## src/hw/wdt_defines.svh

```systemverilog
/*
  Constants of the watchdog / interval timer: register indices, write keys,
  field positions, reset values, counter values and count-clock divider width.
  Assumes it is included by bare name from files under hw/.
*/
// Functional notes
// - 8-bit counter increments once per selected count-clock tick while enabled.
// - counter survives own overflow reset; pin or debug-port reset clears it.
// - counter written only by word write with key 5A; reads are bytes.
// - control/status written only by word write with key A5; reads are bytes.
// - control/status survives overflow reset; pin or debug reset clears it.
// - bit 7 gates counting; zero holds the count.
// - bit 6 selects mode: 0 interval, 1 watchdog.
// - bit 4 set by watchdog-mode overflow or by a keyed write of 1 to it.
// - bit 3 set by interval-mode overflow or by a keyed write of 1 to it.
// - clock select codes pick divide by 1,4,16,32,64,256,1024,4096.
// - watchdog overflow sets flag, pulses power-on reset, keeps counting.
// - interval overflow sets flag, pulses interrupt request, keeps counting.
// - interval mode ignores the wrap right after software loads FF.
// - in standby, pin level change starts counting; overflow resumes clocks, no flag.
// - after wake count from zero; standby still selected at 80 re-enters standby.
// - standby ended by reset does not count.
// - multiplier write pauses and starts counting; overflow resumes clocks, no flag.
// - after frequency-change overflow the counter clears to zero; it stops there while bit 7 is zero.
`ifndef WDT_DEFINES_SVH
`define WDT_DEFINES_SVH

// ****************************************
// register map and keys
// ****************************************
`define WDT_IDX_COUNT   1'b0
`define WDT_IDX_CSR     1'b1
`define WDT_KEY_COUNT   8'h5A
`define WDT_KEY_CSR     8'hA5

// ****************************************
// control/status fields
// ****************************************
`define WDT_BIT_EN      7
`define WDT_BIT_MODE    6
`define WDT_BIT_WATCHDOG_OVERFLOW_FLAG    4
`define WDT_BIT_INTERVAL_OVERFLOW_FLAG    3
`define WDT_CKS_HI      2
`define WDT_CKS_LO      0
`define WDT_CSR_WMASK   8'hDF
`define WDT_RST_VAL     8'h00

// ****************************************
// counter values
// ****************************************
`define WDT_CNT_ZERO    8'h00
`define WDT_CNT_TOP     8'hFF
`define WDT_CNT_REENTER 8'h80

// ****************************************
// count clock divider
// ****************************************
`define WDT_DIV_W       12
`define WDT_DIV_ZERO    12'h000
`define WDT_DIV_ONE     12'h001

`endif

```

## src/hw/wdt_pkg.sv

```systemverilog
/*
  Types of the watchdog / interval timer: access sizes, sequencer states
  and the packed write request.
  Assumes nothing beyond a SystemVerilog compiler.
*/
package wdt_pkg;

  // ****************************************
  // access size and write request
  // ****************************************
  typedef enum logic [1:0] {
    SZ_BYTE = 2'h0,
    SZ_WORD = 2'h1,
    SZ_LONG = 2'h2
  } acc_size_e;

  typedef struct packed {
    logic      wrEn;
    acc_size_e size;
    logic      idx;
    logic [15:0] data;
  } wr_req_s;

  // ****************************************
  // sequencer states, gray along the path
  // ****************************************
  typedef enum logic [2:0] {
    ST_IDLE   = 3'h0,
    ST_WAIT   = 3'h1,
    ST_SETTLE = 3'h3,
    ST_WAKE   = 3'h2,
    ST_LOCK   = 3'h6,
    ST_PLL    = 3'h4
  } wdt_state_e;

endpackage

```

## src/hw/wdt_prescaler.sv

```systemverilog
/*
  Count-clock divider: one-cycle tick at the peripheral clock divided
  by 1, 4, 16, 32, 64, 256, 1024 or 4096.
  Assumes run and sel come from logic on clk_sys.
*/
`timescale 1ns/1ps
`default_nettype none
`include "wdt_defines.svh"

module wdt_prescaler (
  input  wire logic       clk_sys,
  input  wire logic       resetn,
  input  wire logic       run,
  input  wire logic [2:0] sel,
  output logic            tick
);
  import wdt_pkg::*;

  logic [`WDT_DIV_W-1:0] div_reg;
  logic [`WDT_DIV_W-1:0] mask;

  // ****************************************
  // divider chain
  // ****************************************
  always_ff @(posedge clk_sys or negedge resetn) begin
    if (!resetn) begin
      div_reg <= `WDT_DIV_ZERO;
    end else if (!run) begin
      div_reg <= `WDT_DIV_ZERO;
    end else begin
      div_reg <= div_reg + `WDT_DIV_ONE;
    end
  end

  always_comb begin
    case (sel)
      3'h0:    mask = 12'h000;
      3'h1:    mask = 12'h003;
      3'h2:    mask = 12'h00F;
      3'h3:    mask = 12'h01F;
      3'h4:    mask = 12'h03F;
      3'h5:    mask = 12'h0FF;
      3'h6:    mask = 12'h3FF;
      default: mask = 12'hFFF;
    endcase
  end

  assign tick = run && ((div_reg & mask) == mask);

endmodule // wdt_prescaler
`default_nettype wire

```

## src/hw/wdt_key_decoder.sv

```systemverilog
/*
  Key check of register writes: only a word write whose upper byte is
  the key of the addressed register yields a load strobe.
  Assumes the request is one cycle long and on clk_sys.
*/
`timescale 1ns/1ps
`default_nettype none
`include "wdt_defines.svh"

module wdt_key_decoder (
  input  wire wdt_pkg::wr_req_s req,
  output logic                  countLoad,
  output logic                  csrLoad
);
  import wdt_pkg::*;

  logic wordWr;

  // ****************************************
  // key match
  // ****************************************
  assign wordWr    = req.wrEn && (req.size == SZ_WORD);
  assign countLoad = wordWr && (req.idx == `WDT_IDX_COUNT)
                     && (req.data[15:8] == `WDT_KEY_COUNT);
  assign csrLoad   = wordWr && (req.idx == `WDT_IDX_CSR)
                     && (req.data[15:8] == `WDT_KEY_CSR);

endmodule // wdt_key_decoder
`default_nettype wire

```

## src/hw/watchdog_interval_timer.sv

```systemverilog
/*
  Watchdog / interval timer: counter, control/status register, overflow
  events and the settling sequencer for standby wake and ratio change.
  Assumes bus, standby and pll strobes come from clk_sys logic; wake
  pins are asynchronous; debugReset is a synchronous clear request.
*/
`timescale 1ns/1ps
`default_nettype none
`include "wdt_defines.svh"

module watchdog_interval_timer (
  input  wire logic             clk_sys,
  input  wire logic             resetn,
  input  wire logic             debugReset,
  input  wire wdt_pkg::wr_req_s busWr,
  input  wire logic             rdEn,
  input  wire logic             rdIdx,
  output logic [7:0]            rdData,
  input  wire logic             standbyEnter,
  input  wire logic             standbySelect,
  input  wire logic [8:0]       wakePins,
  input  wire logic             pllWrite,
  output logic                  powerOnReset,
  output logic                  intervalIrq,
  output logic                  clockResume,
  output logic                  cpuPause,
  output logic                  standbyReenter
);
  import wdt_pkg::*;

  logic [7:0] count_reg;
  logic [7:0] csr_reg;
  logic [7:0] csr_next;
  logic       skipFf_reg;
  wdt_state_e state_reg;
  logic [8:0] wakeMeta_reg;
  logic [8:0] wakeSync_reg;
  logic [8:0] wakePrev_reg;
  logic [2:0] wakeArm_reg;
  logic       countLoad;
  logic       csrLoad;
  logic       countRun;
  logic       tick;
  logic       wrap;
  logic       normalOvf;
  logic       wdMode;
  logic       wakeChange;

  // ****************************************
  // write keys and count clock
  // ****************************************
  wdt_key_decoder u_keys (
    .req       (busWr),
    .countLoad (countLoad),
    .csrLoad   (csrLoad)
  );

  wdt_prescaler u_div (
    .clk_sys (clk_sys),
    .resetn  (resetn),
    .run     (countRun),
    .sel     (csr_reg[`WDT_CKS_HI:`WDT_CKS_LO]),
    .tick    (tick)
  );

  // ****************************************
  // wake pin synchroniser
  // ****************************************
  always_ff @(posedge clk_sys or negedge resetn) begin
    if (!resetn) begin
      wakeMeta_reg <= 9'h000;
      wakeSync_reg <= 9'h000;
      wakePrev_reg <= 9'h000;
      wakeArm_reg  <= 3'h0;
    end else begin
      wakeMeta_reg <= wakePins;
      wakeSync_reg <= wakeMeta_reg;
      wakePrev_reg <= wakeSync_reg;
      wakeArm_reg  <= {wakeArm_reg[1:0], 1'b1};
    end
  end

  // no change reported until the pipe holds real pin samples
  assign wakeChange = wakeArm_reg[2] && (wakeSync_reg != wakePrev_reg);

  // ****************************************
  // run and overflow decode
  // ****************************************
  assign wdMode = csr_reg[`WDT_BIT_MODE];

  always_comb begin
    case (state_reg)
      ST_IDLE:   countRun = csr_reg[`WDT_BIT_EN];
      ST_SETTLE: countRun = 1'b1;
      ST_WAKE:   countRun = 1'b1;
      ST_PLL:    countRun = 1'b1;
      default:   countRun = 1'b0;
    endcase
  end

  assign wrap      = tick && (count_reg == `WDT_CNT_TOP);
  assign normalOvf = wrap && (state_reg == ST_IDLE)
                     && !(skipFf_reg && !wdMode);

  // ****************************************
  // counter
  // ****************************************
  always_ff @(posedge clk_sys or negedge resetn) begin
    if (!resetn) begin
      count_reg <= `WDT_RST_VAL;
    end else if (debugReset) begin
      count_reg <= `WDT_RST_VAL;
    end else if (countLoad) begin
      count_reg <= busWr.data[7:0];
    end else if (wrap && (state_reg == ST_PLL)) begin
      count_reg <= `WDT_CNT_ZERO;
    end else if (tick) begin
      count_reg <= count_reg + 8'h01;
    end
  end

  // ****************************************
  // interval FF exception
  // ****************************************
  always_ff @(posedge clk_sys or negedge resetn) begin
    if (!resetn) begin
      skipFf_reg <= 1'b0;
    end else if (debugReset) begin
      skipFf_reg <= 1'b0;
    end else if (countLoad) begin
      skipFf_reg <= (busWr.data[7:0] == `WDT_CNT_TOP);
    end else if (tick) begin
      skipFf_reg <= 1'b0;
    end
  end

  // ****************************************
  // control/status register
  // ****************************************
  always_comb begin
    csr_next = csr_reg;
    if (csrLoad) begin
      csr_next = busWr.data[7:0] & `WDT_CSR_WMASK;
    end
    if (normalOvf && wdMode) begin
      csr_next[`WDT_BIT_WATCHDOG_OVERFLOW_FLAG] = 1'b1;
    end
    if (normalOvf && !wdMode) begin
      csr_next[`WDT_BIT_INTERVAL_OVERFLOW_FLAG] = 1'b1;
    end
  end

  always_ff @(posedge clk_sys or negedge resetn) begin
    if (!resetn) begin
      csr_reg <= `WDT_RST_VAL;
    end else if (debugReset) begin
      csr_reg <= `WDT_RST_VAL;
    end else begin
      csr_reg <= csr_next;
    end
  end

  // ****************************************
  // overflow events
  // ****************************************
  always_ff @(posedge clk_sys or negedge resetn) begin
    if (!resetn) begin
      powerOnReset <= 1'b0;
      intervalIrq  <= 1'b0;
    end else begin
      powerOnReset <= normalOvf && wdMode && !debugReset;
      intervalIrq  <= normalOvf && !wdMode && !debugReset;
    end
  end

  // ****************************************
  // settling sequencer
  // ****************************************
  always_ff @(posedge clk_sys or negedge resetn) begin
    if (!resetn) begin
      state_reg <= ST_IDLE;
    end else if (debugReset) begin
      state_reg <= ST_IDLE;
    end else begin
      case (state_reg)
        ST_IDLE: begin
          if (standbyEnter) begin
            state_reg <= ST_WAIT;
          end else if (pllWrite) begin
            state_reg <= ST_PLL;
          end
        end
        ST_WAIT: begin
          if (wakeChange) begin
            state_reg <= ST_SETTLE;
          end
        end
        ST_SETTLE: begin
          if (wrap) begin
            state_reg <= ST_WAKE;
          end
        end
        ST_WAKE: begin
          if (!standbySelect) begin
            state_reg <= ST_IDLE;
          end else if (count_reg == `WDT_CNT_REENTER) begin
            state_reg <= ST_LOCK;
          end
        end
        ST_PLL: begin
          if (wrap) begin
            state_reg <= ST_IDLE;
          end
        end
        default: begin
          state_reg <= ST_LOCK;
        end
      endcase
    end
  end

  // ****************************************
  // clock generator handshakes
  // ****************************************
  always_ff @(posedge clk_sys or negedge resetn) begin
    if (!resetn) begin
      clockResume    <= 1'b0;
      cpuPause       <= 1'b0;
      standbyReenter <= 1'b0;
    end else begin
      clockResume    <= wrap && !debugReset
                        && ((state_reg == ST_SETTLE) || (state_reg == ST_PLL));
      cpuPause       <= !debugReset && (((state_reg == ST_IDLE) && pllWrite && !standbyEnter)
                        || ((state_reg == ST_PLL) && !wrap));
      standbyReenter <= !debugReset && (state_reg == ST_WAKE) && standbySelect
                        && (count_reg == `WDT_CNT_REENTER);
    end
  end

  // ****************************************
  // byte read port
  // ****************************************
  always_ff @(posedge clk_sys or negedge resetn) begin
    if (!resetn) begin
      rdData <= `WDT_RST_VAL;
    end else if (rdEn) begin
      if (rdIdx == `WDT_IDX_COUNT) begin
        rdData <= count_reg;
      end else begin
        rdData <= csr_reg;
      end
    end
  end
endmodule // watchdog_interval_timer
`default_nettype wire

```

## config.mk

```make
export PLATFORM = sky130hd
export DESIGN_NAME = watchdog_interval_timer
export DESIGN_NICKNAME = d
export VERILOG_FILES = /design/src/hw/wdt_pkg.sv /design/src/hw/wdt_prescaler.sv /design/src/hw/wdt_key_decoder.sv /design/src/hw/watchdog_interval_timer.sv
export VERILOG_INCLUDE_DIRS = /design/src /design/src/hw
export SDC_FILE = /design/constraint.sdc
export NUM_CORES = 1
export LEC_CHECK = 0
export BUFFER_PORTS_ARGS = -buffer_cell sky130_fd_sc_hd__buf_2
export CAP_MARGIN = 20
export CORE_MARGIN = 2
export CORE_UTILIZATION = 30
export CTS_CLUSTER_DIAMETER = 200
export DETAILED_ROUTE_END_ITERATION = 8
export HOLD_SLACK_MARGIN = 0.06
export MAX_ROUTING_LAYER = met4
export PLACE_DENSITY = 0.6
export SYNTH_ARGS = -nofsm -noshare
export SYNTH_HDL_FRONTEND = slang
export SYNTH_SLANG_ARGS = --single-unit
```

## constraint.sdc

```tcl
create_clock -name clk_sys -period 5.01 [get_ports clk_sys]
set_input_delay 1.002 -clock clk_sys [delete_from_list [all_inputs] [get_ports clk_sys]]
set_output_delay 1.002 -clock clk_sys [all_outputs]
set_load 0.01 [all_outputs]
```

# == Yosys cells after proc, flatten, opt, wreduce, memory -nomap -nowiden ==
# Cells that the tools add are included.
# word_totals
reg_bits,75
in_bits,37
out_inout_bits,13
wordCells,109
# classes
n_addsub,2
n_eq_ne,23
n_mux,24
bitwise_logic,2
reduce_logical,41
# op_table
cell,n
case mux 12 bit (7 select lines),1
2-to-1 mux 8 bit,7
"== test 8 bit, second input constant",4
logical AND 1 bit,25
2-to-1 mux 3 bit,8
case mux 3 bit (5 select lines),1
"adder 12 x 1 -> 12 bit, second input constant",1
AND 12 bit,1
== test 12 bit,1
"== test 3 x 2 -> 1 bit, second input constant",4
"== test 3 bit, second input constant",4
2-to-1 mux 12 bit,1
"!= test 3 bit, second input constant",3
!= test 9 bit,1
nonzero test 3 bit,3
"adder 8 x 1 -> 8 bit, second input constant",1
"== test 8 x 7 -> 1 bit, second input constant",1
"!= test 4 bit, second input constant",2
"== test 3 x 1 -> 1 bit, second input constant",2
zero test 3 bit,2
zero test 1 bit,5
2-to-1 mux 1 bit,5
AND reduction 5 bit,1
nonzero test 4 bit,1
other kinds (6),7

# == Longest topological paths before layout ==
# logic_depth
ltp_word,11
ltp_mapped,7
depth_no_buf,7

# == Modules after synthesis ==
# From an unflattened synthesis, not the netlist that was laid out.
# hier_totals
hier_cells,291
hier_area_um2,3266.9
# modules_own_cells
mod,n_inst,cells_per_inst,area_per_inst_um2,seq_area_each_um2
watchdog_interval_timer,1,218,2511.2,1551.5
wdt_prescaler,1,64,678.2,300.3
wdt_key_decoder,1,9,77.6,0.0

# == Worst setup path after synthesis ==
# OpenSTA, ideal clock, no wires.
# synth_path
path_type,input port to flip-flop
startpoint,input port busWr[18] (netlist bit)
endpoint,register csr_reg[3]
arrival_time_ns,2.159
setup_slack_ns,2.719
cell_stages,6
path_buffers,1
path_cell_list,and3b_1 -> nand4b_1 -> nor4b_1 -> clkbuf_1 -> mux2i_1 -> o21bai_1
# synth_via
elab_chain_cells,5
# synth_rtl
item,line,rtl
from (decl),watchdog_interval_timer.sv:15,"input wire wdt_pkg::wr_req_s busWr,"
== test 2 x 1 -> 1 bit,wdt_key_decoder.sv:22,assign wordWr = req.wrEn && (req.size == SZ_WORD);
logical AND 1 bit,wdt_key_decoder.sv:22,
logical AND 1 bit (2 in series),wdt_key_decoder.sv:25,assign csrLoad = wordWr && (req.idx == `WDT_IDX_CSR)
nonzero test 3 bit (no source line),-,
to (signal assigned),watchdog_interval_timer.sv:155,csr_reg <= `WDT_RST_VAL;
to (signal assigned),watchdog_interval_timer.sv:157,csr_reg <= `WDT_RST_VAL;
to (signal assigned),watchdog_interval_timer.sv:159,csr_reg <= csr_next;
to (decl),watchdog_interval_timer.sv:32,logic [7:0] csr_reg;
# No other way between the ends.
# A chain may end at the register's enable or synchronous reset.

# == Worst setup path in the final report ==
# layout_path
startpoint,register state_reg[0]
endpoint,register csr_reg[4]
# layout_via
elab_chain_cells,10
# layout_rtl
item,line,rtl
from (decl),watchdog_interval_timer.sv:35,wdt_state_e state_reg;
from (signal assigned),watchdog_interval_timer.sv:181,state_reg <= ST_IDLE;
from (signal assigned),watchdog_interval_timer.sv:183,state_reg <= ST_IDLE;
from (signal assigned),watchdog_interval_timer.sv:188,state_reg <= ST_WAIT;
== test 3 bit or == test 3 x 2 -> 1 bit (tied branches),watchdog_interval_timer.sv:92,case (state_reg)
OR reduction 3 bit (no source line),-,
case mux 1 bit (2 select lines),watchdog_interval_timer.sv:92,
logical AND 1 bit,wdt_prescaler.sv:48,assign tick = run && ((div_reg & mask) == mask);
logical AND 1 bit,watchdog_interval_timer.sv:101,assign wrap = tick && (count_reg == `WDT_CNT_TOP);
logical AND 1 bit (*),watchdog_interval_timer.sv:102,assign normalOvf = wrap && (state_reg == ST_IDLE)
logical AND 1 bit (*),watchdog_interval_timer.sv:103,&& !(skipFf_reg && !wdMode);
logical AND 1 bit (*),watchdog_interval_timer.sv:145,if (normalOvf && wdMode) begin
2-to-1 mux 1 bit,watchdog_interval_timer.sv:145,
2-to-1 mux 8 bit,watchdog_interval_timer.sv:156,end else if (debugReset) begin
# Mark *: on every way between the ends. The rest lies on a longest branch, timed or not.

==> results.txt <==
RePlAce Congestion: 0.843
critical path class: register to register
DP Wirelength: 4.91 mm
placed instance count: 470
clock skew: 0.0144 ns
DP Area: 3620 um2
I/O pin count: 50
NetSw: 451 uW
CTS tree: built
Max VDD drop: 0.145 mV
nets: 386
initial core utilization: 0.311
syn avg cell area: 11.0 um2
fin. max-slew vios: 0
largest net degree at the start of global routing: 49
crit start category: register
Fill cells: 1029
first drt pass iteration count: 4
RSZ-0062 raised after global routing: no
slowest library cell on the worst path: a2111oi_4
mapped cell area: 3220 um2
CP delay by family, top: simple AND/OR/NAND/NOR gates
die height: 108 um
cts hold-fix bufs: 0
Logic pwr share: 0.179
CP Max Fanout: 13
Detail Route Antenna Nets: 0
GR Util All Layers: 0.132
worst min path class: register to register
share of layout cells above drive strength 1: 0.217
Tmin final: 2.63 ns
clock power share: 0.338
TritonCTS Sinks: 74
commonest cells after routing, fill and taps aside: dfrtp_1, buf_2, nor2_1
post-route cell area: 3840 um2
fin worst setup slack: 2.38 ns
CP Buf/Inv Count: 1
synth warn: 0
post-cts sizing count: 0
number of distinct library cells after synthesis: 42
WP data arrival: 2.92 ns
max_slew headroom: 0.303
via count of the first global-routing pass: 2311
DR vias: 2326
Worst setup EP type: register
crit path cell chain: nor2_1 -> a21oi_1 -> buf_4 -> a2111oi_4 -> nand3_4 -> nor4_1 -> o21bai_1
Final Instance Count excl. Fillers: 487
I/O Buffers: 49
Top FF cell, synth: dfrtp_1
total power per unit cell area: 374 nW/um2
CTS Buf Count: 9
leakage power: 1.65 nW
Final Hold Fails: 0
num rows: 37
htree depth: 3
Post-CTS Setup Bufs: 0
via/cell ratio: 4.78
total die area: 11600 um2
most common cell after layout, fill and taps aside: dfrtp_1
worst skew pair latency: 0.35 ns
drt total wl: 6.94 mm
reported max-cap violation count: 0
slew at the pin closest to its max-slew limit: 1.04 ns
WL/cell: 14.3 um
sw frac: 0.314
Post-synth EDFFs: 0
max reg flops: 12
sequential power share: 0.483
Core Region: 10400 um2
# setup viols final: 0
Iter 0 DRT Violations: 131
DP Worst Slack: 2.25 ns
Setup TNS: 0 ns
Layout area overhead: 19.3%
final period utilization: 0.525
P_int: 985 uW
CP Data Required Time: 5.30 ns
post-synthesis sequential area ratio: 0.575
Clk pin slew, worst setup/hold paths: 0.09 ns
Synth Register Bits: 74
clk buf depth: 2
initial antenna violation count: 0
Syn Inst Count: 294
Post-Syn Nets: 334
Worst path max stage delay: 0.58 ns
Max Fclk: 380 MHz
global-route wire length before repair: 11.4 mm
Overflow after GRT: 0
root buf cell: clkbuf_8
n_diodes: 0
DIE WIDTH: 108 um
status: completed
# DRC: 0
asr flop ratio synth: 1.00
==> synth_stat cells (2+ instances only) <==
master / count / area [um2]
nand2_1: 12 / 45.0
xnor2_1: 11 / 96.3
ha_1: 3 / 37.5
clkbuf_1: 11 / 41.3
mux2i_1: 15 / 150
a21oi_1: 15 / 75.1
or2_2: 3 / 18.8
nand4b_1: 5 / 43.8
nor2_1: 43 / 161
nor4b_1: 2 / 17.5
a211oi_1: 5 / 37.5
nor4_1: 3 / 18.8
nand3b_1: 3 / 22.5
and3_1: 5 / 31.3
nor2b_1: 7 / 43.8
xor2_1: 8 / 70.1
nor3_1: 8 / 40.0
inv_1: 5 / 18.8
o21ai_0: 12 / 60.1
nand4_1: 8 / 50.1
dfrtp_1: 74 / 1850
a311oi_1: 3 / 26.3
or3_1: 5 / 31.3
nand3_1: 9 / 45.0
o21bai_1: 2 / 15.0
==> cell families (layout without fill, tap and decap cells) <==
| logic type | after synthesis | in the layout | share of synthesized area |
|---|---|---|---|
| AND/OR/NAND/NOR | 119 | 119 | 0.197 |
| flip-flops | 74 | 74 | 0.575 |
| AO/OA/AOI/OAI | 47 | 47 | 0.0983 |
| XOR/XNOR | 19 | 19 | 0.0517 |
| buffers and inverters | 16 | 73 | 0.0186 |
| multiplexers | 15 | 15 | 0.0466 |
| adder cells (fa/ha/maj) | 3 | 3 | 0.0117 |
| other | 1 | 1 | 0.00116 |
==> power by group through the flow <==
stage / sequential [mW] / combinational [mW] / clock (mW)
2_1_floorplan: 0.678 / 0.191 / 0
3_3_place_gp: 0.704 / 0.251 / 0
3_5_place_dp: 0.706 / 0.257 / 0
4_1_cts: 0.694 / 0.257 / 0.499
5_1_grt: 0.705 / 0.288 / 0.526
6_report: 0.694 / 0.257 / 0.486
==> area by class of cell <==
| class | count | area (um2) | area share |
|---|---|---|---|
| flip-flops and latches | 74 | 1850 | 0.482 |
| repair buffers | 52 | 280 | 0.0729 |
| multi-input cells | 204 | 1320 | 0.342 |
| inverters | 5 | 18.8 | 0.00488 |
| clock buffers | 9 | 124 | 0.0322 |
| clock inverters | 7 | 83.8 | 0.0218 |
| well taps | 136 | 170 | 0.0443 |
==> worst paths after layout <==
kind                                  from              end  slack, ns  cells after the start
hold / removal             wakeMeta_reg[5]  wakeSync_reg[5]       0.35                      0
hold reg to reg            wakeMeta_reg[5]  wakeSync_reg[5]       0.35                      0
setup / recovery              state_reg[0]       csr_reg[4]       2.38                      7
setup reg to reg              state_reg[0]       csr_reg[4]       2.38                      7
min in group asynchronous           resetn       csr_reg[2]       0.57                      1
max in group asynchronous           resetn  wakePrev_reg[4]       3.54                      3
==> per-layer routing <==
layer / track usage / wire, um / vias up
li1: - / - / 1140
met1: 0.158 / 3060 / 1121
met2: 0.218 / 3460 / 56
met3: 0.0321 / 319 / 9
met4: 0.0458 / 99 / 0
met5: - / 0 / -
==> per-stage QoR <==
step           utilization  hold slack [ns]  total power [mW]
2_1_floorplan            -            0.331             0.869
3_5_place_dp         0.349            0.335             0.963
5_1_grt              0.371            0.365              1.52
6_report             0.371            0.352              1.44
3_3_place_gp         0.349            0.332             0.955
4_1_cts              0.369            0.354              1.45
Power figures use the tool's default switching activity.
